<file path="config.mk">
export PLATFORM = sky130hd
export DESIGN_NAME = gpd_top
export DESIGN_NICKNAME = d
export VERILOG_FILES = /design/src/pkg/gpd_pkg.sv /design/src/logic/gpd_port.sv /design/src/logic/gpd_top.sv
export SDC_FILE = /design/constraint.sdc
export NUM_CORES = 1
export LEC_CHECK = 0
export BUFFER_PORTS_ARGS = -buffer_cell sky130_fd_sc_hd__buf_4
export CORE_MARGIN = 2
export CORE_UTILIZATION = 47
export DETAILED_ROUTE_END_ITERATION = 8
export PLACE_DENSITY = 0.74
export SYNTH_ARGS = -nofsm -noshare
export SYNTH_HDL_FRONTEND = slang
export SYNTH_SLANG_ARGS = --single-unit
</file>
<file path="constraint.sdc">
create_clock -name hclk -period 2.1 [get_ports hclk]
set_input_delay 0.42 -clock hclk [delete_from_list [all_inputs] [get_ports hclk]]
set_output_delay 0.42 -clock hclk [all_outputs]
set_load 0.02 [all_outputs]
</file>
<file path="src/pkg/gpd_pkg.sv">
// package for the gpio port data-control block
package gpd_pkg;
    localparam int unsigned GPD_WIDTH        = 8;
    localparam int unsigned GPD_PORTS        = 8;
    localparam int unsigned GPD_MASK_LSB     = 2;
    // masked data window: byte offsets 0x000..0x3fc
    localparam logic [11:0] GPD_DATA_BASE    = 12'h000;
    localparam logic [11:0] GPD_DATA_LAST    = 12'h3FC;
    // own choices: control words above the data window
    localparam logic [11:0] GPD_DIR_OFF      = 12'h400;
    localparam logic [11:0] GPD_AFSEL_OFF    = 12'h420;
    localparam logic [11:0] GPD_PUR_OFF      = 12'h510;
    localparam logic [11:0] GPD_PDR_OFF      = 12'h514;
    localparam logic [11:0] GPD_DEN_OFF      = 12'h51C;
    localparam logic [11:0] GPD_PORT_STRIDE  = 12'h000;
    localparam int unsigned GPD_PORT_SEL_LSB = 12;
    localparam logic [7:0]  GPD_RST_ZERO     = 8'h00;
    // debug pins: port b bit 7, port c bits 3..0
    localparam logic [7:0]  GPD_DBG_PORT_B   = 8'h80;
    localparam logic [7:0]  GPD_DBG_PORT_C   = 8'h0F;
    localparam int unsigned GPD_PORT_B_IDX   = 1;
    localparam int unsigned GPD_PORT_C_IDX   = 2;

    typedef struct packed {
        logic [7:0] out_val;
        logic [7:0] out_en_n;
    } gpd_pad_drive_t;

    typedef struct packed {
        logic [7:0] afsel;
        logic [7:0] den;
        logic [7:0] pur;
        logic [7:0] pdr;
    } gpd_pad_cfg_t;
endpackage : gpd_pkg

</file>
<file path="src/logic/gpd_port.sv">
// one 8-bit gpio port: direction, masked data, mode and pad config
//
// Our own choices: the AHB-Lite slave port and the register addresses.
module gpd_port
    import gpd_pkg::*;
#(
    parameter logic [7:0] DBG_MASK = 8'h00
) (
    input  wire logic              hclk,
    input  wire logic              hresetn,
    input  wire logic              clk_en,
    input  wire logic              wr_en,
    input  wire logic              rd_en,
    input  wire logic [11:0]       addr,
    input  wire logic [7:0]        wdata,
    output logic      [7:0]        rdata,
    input  wire logic [7:0]        pad_in,
    input  wire logic [7:0]        alt_out,
    input  wire logic [7:0]        alt_out_en_n,
    output gpd_pad_drive_t         pad_drv,
    output gpd_pad_cfg_t           pad_cfg
);
    logic [7:0] pin_direction_bits_q;
    logic [7:0] data_q;
    logic [7:0] alt_function_select_q;
    logic [7:0] digital_input_enable_q;
    logic [7:0] pull_up_select_q;
    logic [7:0] pull_down_select_q;
    logic       is_data;
    logic [7:0] amask;

    assign is_data = (addr <= GPD_DATA_LAST);
    assign amask   = addr[GPD_MASK_LSB +: GPD_WIDTH];

    // input bits follow the pin each cycle, output bits take masked writes
    always_ff @(posedge hclk or negedge hresetn) begin
        if (!hresetn) begin
            data_q <= GPD_RST_ZERO;
        end else if (clk_en) begin
            for (int i = 0; i < 8; i++) begin
                if (!pin_direction_bits_q[i]) begin
                    data_q[i] <= pad_in[i];
                end else if (wr_en && is_data && amask[i]) begin
                    data_q[i] <= wdata[i];
                end
            end
        end
    end

    always_ff @(posedge hclk or negedge hresetn) begin
        if (!hresetn) begin
            pin_direction_bits_q   <= GPD_RST_ZERO;
            alt_function_select_q  <= DBG_MASK;
            digital_input_enable_q <= DBG_MASK;
            pull_up_select_q       <= DBG_MASK;
            pull_down_select_q     <= GPD_RST_ZERO;
        end else if (clk_en && wr_en) begin
            case (addr)
                GPD_DIR_OFF:   pin_direction_bits_q   <= wdata;
                GPD_AFSEL_OFF: alt_function_select_q  <= wdata;
                GPD_DEN_OFF:   digital_input_enable_q <= wdata;
                GPD_PUR_OFF:   pull_up_select_q       <= wdata;
                GPD_PDR_OFF:   pull_down_select_q     <= wdata;
                default: ;
            endcase
        end
    end

    always_ff @(posedge hclk or negedge hresetn) begin
        if (!hresetn) begin
            rdata <= GPD_RST_ZERO;
        end else if (clk_en && rd_en) begin
            if (is_data) begin
                rdata <= data_q & amask;
            end else begin
                case (addr)
                    GPD_DIR_OFF:   rdata <= pin_direction_bits_q;
                    GPD_AFSEL_OFF: rdata <= alt_function_select_q;
                    GPD_DEN_OFF:   rdata <= digital_input_enable_q;
                    GPD_PUR_OFF:   rdata <= pull_up_select_q;
                    GPD_PDR_OFF:   rdata <= pull_down_select_q;
                    default:       rdata <= GPD_RST_ZERO;
                endcase
            end
        end
    end

    // pad drive registered so top outputs come from flops
    always_ff @(posedge hclk or negedge hresetn) begin
        if (!hresetn) begin
            pad_drv <= '{out_val: 8'h00, out_en_n: 8'hFF};
            pad_cfg <= '{afsel: DBG_MASK, den: DBG_MASK, pur: DBG_MASK, pdr: 8'h00};
        end else if (clk_en) begin
            for (int i = 0; i < 8; i++) begin
                if (alt_function_select_q[i]) begin
                    pad_drv.out_val[i]  <= alt_out[i];
                    pad_drv.out_en_n[i] <= alt_out_en_n[i];
                end else begin
                    pad_drv.out_val[i]  <= data_q[i];
                    pad_drv.out_en_n[i] <= ~pin_direction_bits_q[i];
                end
            end
            pad_cfg <= '{afsel: alt_function_select_q, den: digital_input_enable_q,
                         pur: pull_up_select_q, pdr: pull_down_select_q};
        end
    end
endmodule : gpd_port

</file>
<file path="src/logic/gpd_top.sv">
// eight gpio ports behind one ahb-lite slave
// Overview of operation
// - ordinary pins reset undriven; alt select, enable, pulls cleared
// - port b bit 7 and port c bits 3..0 reset to debug function
// - any reset, power-on or pin, restores all defaults
// - eight instances of one port module, ports b and c with their own debug reset mask
// - direction zero: data bit captures the pin level
// - direction one: pin driven from the data bit
// - data register spans 256 words, address bits 9..2 mask
// - masked write changes only bits whose mask bit is one
// - masked read returns zero for bits whose mask bit is zero
// - alternate select hands the pin to its peripheral
module gpd_top
    import gpd_pkg::*;
(
    input  wire logic                      hclk,
    input  wire logic                      hresetn,
    input  wire logic                      clk_en,
    input  wire logic                      hsel,
    input  wire logic [31:0]               haddr,
    input  wire logic [1:0]                htrans,
    input  wire logic                      hwrite,
    input  wire logic [2:0]                hsize,
    input  wire logic [31:0]               hwdata,
    input  wire logic                      hready,
    output logic      [31:0]               hrdata,
    output logic                           hreadyout,
    output logic                           hresp,
    input  wire logic [GPD_PORTS*8-1:0]    pad_in,
    input  wire logic [GPD_PORTS*8-1:0]    alt_out,
    input  wire logic [GPD_PORTS*8-1:0]    alt_out_en_n,
    output gpd_pad_drive_t [GPD_PORTS-1:0] pad_drv,
    output gpd_pad_cfg_t   [GPD_PORTS-1:0] pad_cfg
);
    logic        wr_pend_q;
    logic        rd_pend_q;
    logic [14:0] addr_q;
    logic [7:0]  rd_port [GPD_PORTS];
    logic        take;

    assign take = hsel && hready && htrans[1];

    // write data arrives one cycle after the address, so the address is held
    always_ff @(posedge hclk or negedge hresetn) begin
        if (!hresetn) begin
            wr_pend_q <= 1'b0;
            rd_pend_q <= 1'b0;
            addr_q    <= 15'h0000;
        end else if (clk_en) begin
            wr_pend_q <= take && hwrite;
            rd_pend_q <= take && !hwrite;
            if (take) begin
                addr_q <= haddr[14:0];
            end
        end
    end

    always_ff @(posedge hclk or negedge hresetn) begin
        if (!hresetn) begin
            hreadyout <= 1'b0;
            hresp     <= 1'b0;
        end else if (clk_en) begin
            // a read holds the bus for two cycles: the port flop first, then the hrdata flop
            hreadyout <= !(take && !hwrite) && !rd_pend_q;
            hresp     <= 1'b0;
        end
    end

    // hrdata is loaded one edge after the port flop, and the bus waits for it
    logic rd_done_q;
    always_ff @(posedge hclk or negedge hresetn) begin
        if (!hresetn) begin
            rd_done_q <= 1'b0;
            hrdata    <= 32'h0000_0000;
        end else if (clk_en) begin
            rd_done_q <= rd_pend_q;
            if (rd_done_q) begin
                hrdata <= {24'h00_0000, rd_port[addr_q[14:12]]};
            end
        end
    end

    for (genvar p = 0; p < GPD_PORTS; p++) begin : g_port
        localparam logic [7:0] DBG = (p == GPD_PORT_B_IDX) ? GPD_DBG_PORT_B :
                                     (p == GPD_PORT_C_IDX) ? GPD_DBG_PORT_C : 8'h00;
        gpd_port #(.DBG_MASK(DBG)) u_port (
            .hclk         (hclk),
            .hresetn      (hresetn),
            .clk_en       (clk_en),
            .wr_en        (wr_pend_q && (addr_q[14:12] == 3'(p))),
            .rd_en        (rd_pend_q && (addr_q[14:12] == 3'(p))),
            .addr         (addr_q[11:0]),
            .wdata        (hwdata[7:0]),
            .rdata        (rd_port[p]),
            .pad_in       (pad_in[p*8 +: 8]),
            .alt_out      (alt_out[p*8 +: 8]),
            .alt_out_en_n (alt_out_en_n[p*8 +: 8]),
            .pad_drv      (pad_drv[p]),
            .pad_cfg      (pad_cfg[p])
        );
    end
endmodule : gpd_top

</file>
==> results of run 1 <==
==> worst max-delay path, cell delays in order, from the launching register on <==
cell and delay (ps):
dfrtp_1 580, nand3b_1 370, nor2_1 460, nand2_1 180, a221oi_1 310, nor3_1 80
==> metal layers <==
layer / global-route usage / share of wire / wire [um] / vias to the layer above
met4: 0.145 / 0.045 / 6570 / 22
li1: - / - / - / 13200
met5: 0 / 0.00094 / 136 / -
met1: 0.430 / 0.38 / 54600 / 15800
met3: 0.0851 / 0.099 / 14400 / 350
met2: 0.550 / 0.48 / 69200 / 1665
==> stage by stage <==
stage	area (um^2)	setup slack (ps)
2_1_floorplan	38500	-21.0
3_3_place_gp	46300	-82.0
3_5_place_dp	46300	-158
4_1_cts	49900	-10.6
5_1_grt	50300	-35.8
6_report	50300	-9.10
==> worst min path at each step <==
stage / startpoint / to / slack [ps] / cells after the start
finish: haddr[4] / addr_q[4] / 40 / 2
global route: haddr[4] / addr_q[4] / 30 / 2
CTS: haddr[4] / addr_q[4] / 10 / 2
detailed placement: hresetn / g_port[7].u_port.pad_cfg[3] / 330 / 1
global placement: hresetn / g_port[7].u_port.pad_cfg[3] / 330 / 1
floorplan: hresetn / addr_q[0] / 120 / 0
==> cells in the mapped netlist (all sizes together) (3+ instances only) <==
cell / number / area [um^2]
dfrtp: 765 / 19100
mux2: 647 / 7290
nor2: 410 / 1540
a21oi: 271 / 1360
nand2: 180 / 676
clkbuf: 175 / 657
mux2i: 116 / 1160
dfstp: 94 / 2470
a311oi: 73 / 639
o21ai: 68 / 340
a211oi: 54 / 405
buf: 54 / 315
o2bb2ai: 36 / 315
nand2b: 34 / 213
a22oi: 30 / 225
a221oi: 27 / 236
inv: 27 / 101
nand3: 22 / 110
nor3: 20 / 110
a32oi: 19 / 166
a31oi: 17 / 106
mux4: 16 / 360
o32ai: 16 / 140
nor2b: 10 / 62.6
o22ai: 9 / 56.3
nor4: 7 / 56.3
and2: 6 / 37.5
and3: 6 / 37.5
nand4: 3 / 18.8
==> kinds of logic after synthesis <==
| logic type | Yosys count | share of synthesized area |
|---|---|---|
| other | 1 | 0.0000976 |
| AO/OA/AOI/OAI | 625 | 0.105 |
| buffers and inverters | 256 | 0.0279 |
| multiplexers | 779 | 0.229 |
| flip-flops | 859 | 0.563 |
| AND/OR/NAND/NOR | 702 | 0.0752 |
==> power breakdown <==
| group | internal, mW | total (mW) | switching (mW) |
|---|---|---|---|
| combinational | 2.46 | 6.25 | 3.79 |
| clock | 11.3 | 18.3 | 7.00 |
| sequential | 17.3 | 18.3 | 0.993 |
| total | 31.1 | 42.9 | 11.8 |
==> area by class of cell <==
type,count,area [um^2]
clock inverters,40,689
diodes,7,17.5
clock buffers,131,2740
multi-input cells,2131,16200
fillers,6394,30400
well taps,1060,1330
flip-flops and latches,859,21600
inverters,27,101
repair buffers,911,7630
==> repair_timing <==
action                     CTS  global route
hold buffers                 7             0
gates resized for setup     11            55
setup buffers                1            13
pin swaps                    1            11
setup endpoints to repair  131           367
gates cloned                 0             1
hold endpoints to repair    76             0
==> results.toml, run 1 <==
[status]
status = "finished with violations"
violations = "setup timing"

[detailed_routing]
via_per_inst = 6.01
wire_per_inst_um = 28.1
antenna_left = 0
dr.pass1.iters = 5
drc = 0
vias = 31000
dr.first_iter.drc_count = 3132
routed_wl_mm = 145

[synthesis]
syn_inst = 3222
avgSynthCellArea_um2 = 11.9
synth_edf_count = 0
synth.yosys.warnings = 0
async_flop_share = 1.00
dominantRegCellSynth = "dfrtp_1"
synthDistinctLibCells = 44
ys_ff_latch = 859
netlist_area_mm2 = 0.0384
synth.yosys.seq_area_share = 0.563

[die]
dieHeight_um = 290
initial_core_util = 0.476
core_area_mm2 = 0.0807
dieArea_mm2 = 0.0840
die_width_um = 290
ios = 685
rows = 104

[cts]
cts_made_buffers = 93
cts-root-buf = "clkbuf_16"
cts_tree = "built"
clk_latency_ps = 650
clock_sinks = 859
clockBufferDepth = 3
cts_max_level = 3
path_clk_slew_ps = 60

[worst_setup_path]
rr_worst_depth = 5
cp-end-kind = "register"
cp-startpoint = "rd_pend_q"
worstSetupPathType = "reg -> reg"
r2r_end = "g_port[5].u_port.rdata[1]"
cp.required_ps = 2620
rrSetupSlack_ps = -9
reg2reg_from = "rd_pend_q"
start_kind = "register"
path_max_fanout = 7
arrival_ps = 2630
cp-endpoint = "g_port[5].u_port.rdata[1]"

[pwr]
p_leak_nw = 24.0
powerDensity_mw_per_mm2 = 853
irDropWorstVdd_uv = 631
total_power_mw = 42.9

[global_routing]
grt_usage = 0.338
first_global_vias = 30700
antenna_found_initial = 19
gr-total-overflow = 0
grt_pass1_wl_mm = 210
grt_max_degree = 131

[final_layout]
top_register = "g_port.u_port.pad_cfg"
synthToLayoutAreaGrowth_pct = 30.9
layout_common_cells = "buf_4 (832), dfrtp_1 (758), mux2_2 (629), nor2_1 (406), a21oi_1 (271)"
fin_cells = 5166
utilization = 0.624
final_common_cell = "buf_4"
drive_above_1_share = 0.456
top_regs = "g_port.u_port.pad_cfg: 256 flops, g_port.u_port.pad_drv: 128 flops"
largest_reg_flops = 256
nets = 4290

[sta]
final.min_clock_period_ps = 2110
slew_headroom = 0.439
max_freq_ghz = 0.474
setup_violations = 1
timing.final.ws_setup_ps = -9.10
skew_ps = 27.3
finalHoldViolCount = 0
period_share = 1.00
maxSlewViolCount = 0
tightest_slew_ps = 838
tns_ps = -9.10
rsz0062_at_grt = "true"
hold_slack_ps = 44.6

[placed_design]
gp_congestion = 0.974
dp_cells = 4967
hpwl_mm = 109
port_buffers = 614

[min_path]
min_path_type = "in -> reg"

[job]
drv_cap = 0
No activity file was read; power rests on OpenSTA's default activity.
==> inputs of run 2 (changes only) <==
--- a/config.mk
+++ b/config.mk
@@ -9,7 +9,8 @@
 export CORE_MARGIN = 2
 export CORE_UTILIZATION = 47
 export DETAILED_ROUTE_END_ITERATION = 8
-export PLACE_DENSITY = 0.74
+export GPL_TIMING_DRIVEN = 0
+export PLACE_DENSITY = 0.71
 export SYNTH_ARGS = -nofsm -noshare
 export SYNTH_HDL_FRONTEND = slang
 export SYNTH_SLANG_ARGS = --single-unit
==> constraint.sdc (replaced) <==
create_clock -name hclk -period 2 [get_ports hclk]
set_input_delay 0.4 -clock hclk [delete_from_list [all_inputs] [get_ports hclk]]
set_output_delay 0.4 -clock hclk [all_outputs]
set_load 0.02 [all_outputs]
==> results.toml, run 2 (synthesis results as in run 1) <==
[detailed_routing]
drc = 0
dr.pass1.iters = 7
antenna_left = 0
via_per_inst = 6.39
dr.first_iter.drc_count = 4400
vias = 33600
routed_wl_mm = 179
wire_per_inst_um = 34.2

[cts]
cts_tree = "built"
clk_latency_ps = 670
cts_made_buffers = 92
cts-root-buf = "clkbuf_16"
path_clk_slew_ps = 70
cts_max_level = 3
clockBufferDepth = 3
clock_sinks = 859
cts_hold_buf = 6

[worst_setup_path]
cp_cell_sequence = "buf_6, nor2_4, nand3_4, clkbuf_16, nor2_4, buf_6, buf_12, buf_4, a221oi_2, a211oi_1"
cp-end-kind = "register"
reg2reg_from = "addr_q[0]"
cp_slowest_cell = "dfrtp_1"
max_stage_delay_ps = 450
rr_worst_depth = 10
arrival_ps = 2840
rrSetupSlack_ps = -270
r2r_end = "g_port[6].u_port.rdata[1]"
path_max_fanout = 7
start_kind = "register"
cp.required_ps = 2580
critical-path-top-delay-family = "buffers and inverters"
worst-path-buf-inv = 5
worstSetupPathType = "reg -> reg"

[final_layout]
multiInputGateArea_mm2 = 0.0179
fin_cells = 5253
nFillCells = 6328
drive_above_1_share = 0.494
top_register = "g_port.u_port.pad_cfg"
synthToLayoutAreaGrowth_pct = 36.3
nets = 4359
utilization = 0.649
layout_common_cells = "dfrtp_1 (756), buf_4 (714), mux2_2 (622), nor2_1 (364), a21oi_1 (255)"
top_regs = "g_port.u_port.pad_cfg: 256 flops, g_port.u_port.pad_drv: 128 flops"
fin_area_mm2 = 0.0523
seqCellArea_mm2 = 0.0216
final_common_cell = "dfrtp_1"
largest_reg_flops = 256

[sta]
max_freq_ghz = 0.441
finalHoldViolCount = 78
hold_slack_ps = -339
maxSlewViolCount = 11
rsz0062_at_grt = "true"
tns_ps = -50610
skew_ps = 31.8
slew_headroom = -0.0245
final.min_clock_period_ps = 2270
timing.final.ws_setup_ps = -265
setup_violations = 510
period_share = 1.13
tightest_slew_ps = 1540

[pwr]
irDropWorstVdd_uv = 624
power.switching_mw = 13.9
p_leak_nw = 24.4
pwr-share-seq = 0.428
p_sw_frac = 0.306
p_comb_frac = 0.175
clkPwrFrac = 0.397
total_power_mw = 45.5
powerDensity_mw_per_mm2 = 869
p_int_mw = 31.6

[die]
die_width_um = 290
core_area_mm2 = 0.0807
dieHeight_um = 290
rows = 104
initial_core_util = 0.476
dieArea_mm2 = 0.0840
ios = 685

[placed_design]
gp_congestion = 1.05
dp_cells = 4921
place_ws_ps = -2210
port_buffers = 606
hpwl_mm = 129
dpl_cell_area_mm2 = 0.0447

[global_routing]
grt_usage = 0.411
grt_pass1_wl_mm = 244
antenna_found_initial = 22
grt_max_degree = 124
first_global_vias = 32600
gr-total-overflow = 0

[min_path]
min_path_type = "in -> async"

[job]
drv_cap = 1

[status]
violations = "hold timing, capacitance limit, slew limit, setup timing"
status = "finished with violations"
==> run 2: changes by cell type in the layout (fill, tap and decap cells not counted), moves of 24 or more <==
cell | previous run | this run
nand2_8 | 0 | 31
nor2_4 | 2 | 30
buf_12 | 55 | 31
nor2_1 | 406 | 364
buf_6 | 14 | 45
buf_4 | 832 | 714
mux2_4 | 0 | 25
clkbuf_2 | 0 | 34
nand2_1 | 170 | 135
clkbuf_1 | 13 | 106
==> run 2: power by group through the flow <==
stage,registers (mW),clock network (mW),logic (mW)
after floorplan,19.2,0,2.79
after global placement,19.5,0,6.21
after detailed placement,19.5,0,6.32
after CTS,19.3,18.0,7.16
after global routing,19.4,18.7,8.07
final,19.5,18.1,7.98
==> run 2: worst max path at each step <==
stage | startpoint | to | slack [ps] | cells past startpoint
6_report | addr_q[0] | g_port[6].u_port.rdata[1] | -270 | 10
3_5_place_dp | addr_q[5] | g_port[5].u_port.rdata[0] | -2210 | 7
2_1_floorplan | addr_q[8] | g_port[4].u_port.pull_down_select_q[0] | -70 | 8
3_3_place_gp | hresetn | g_port[0].u_port.pad_cfg[30] | -9650 | 1
4_1_cts | addr_q[7] | g_port[7].u_port.data_q[4] | -110 | 8
5_1_grt | addr_q[0] | g_port[2].u_port.data_q[3] | -230 | 10
==> run 2: what timing repair did <==
item	CTS	global route
pin swaps	40	93
cloned	2	9
endpoints found under the hold margin	84	68
setup endpoints to repair	978	704
setup buffers	87	52
gates resized for setup	481	264
==> run 2: cell type report <==
type                    instances  area share
multi-input cells            2131       0.342
diodes                         23     0.00110
clock inverters                36     0.00834
flip-flops and latches        859       0.413
clock buffers                 136      0.0522
inverters                      27     0.00194
plain buffers                 216      0.0314
well taps                    1060      0.0253
repair buffers                765       0.124
==> run 2: worst register-to-register path, stage by stage (launching register included) <==
cell	delay (ps)
dfrtp_1	450
buf_6	160
nor2_4	160
nand3_4	190
clkbuf_16	230
nor2_4	220
buf_6	150
buf_12	150
buf_4	170
a221oi_2	70
a211oi_1	210
==> run 2: per-layer routing <==
layer	up-vias	global-route usage	share of wire
met5	-	0	0.00095
met4	12	0.241	0.074
met3	681	0.126	0.12
met2	2327	0.628	0.44
met1	17200	0.516	0.36
li1	13400	-	-
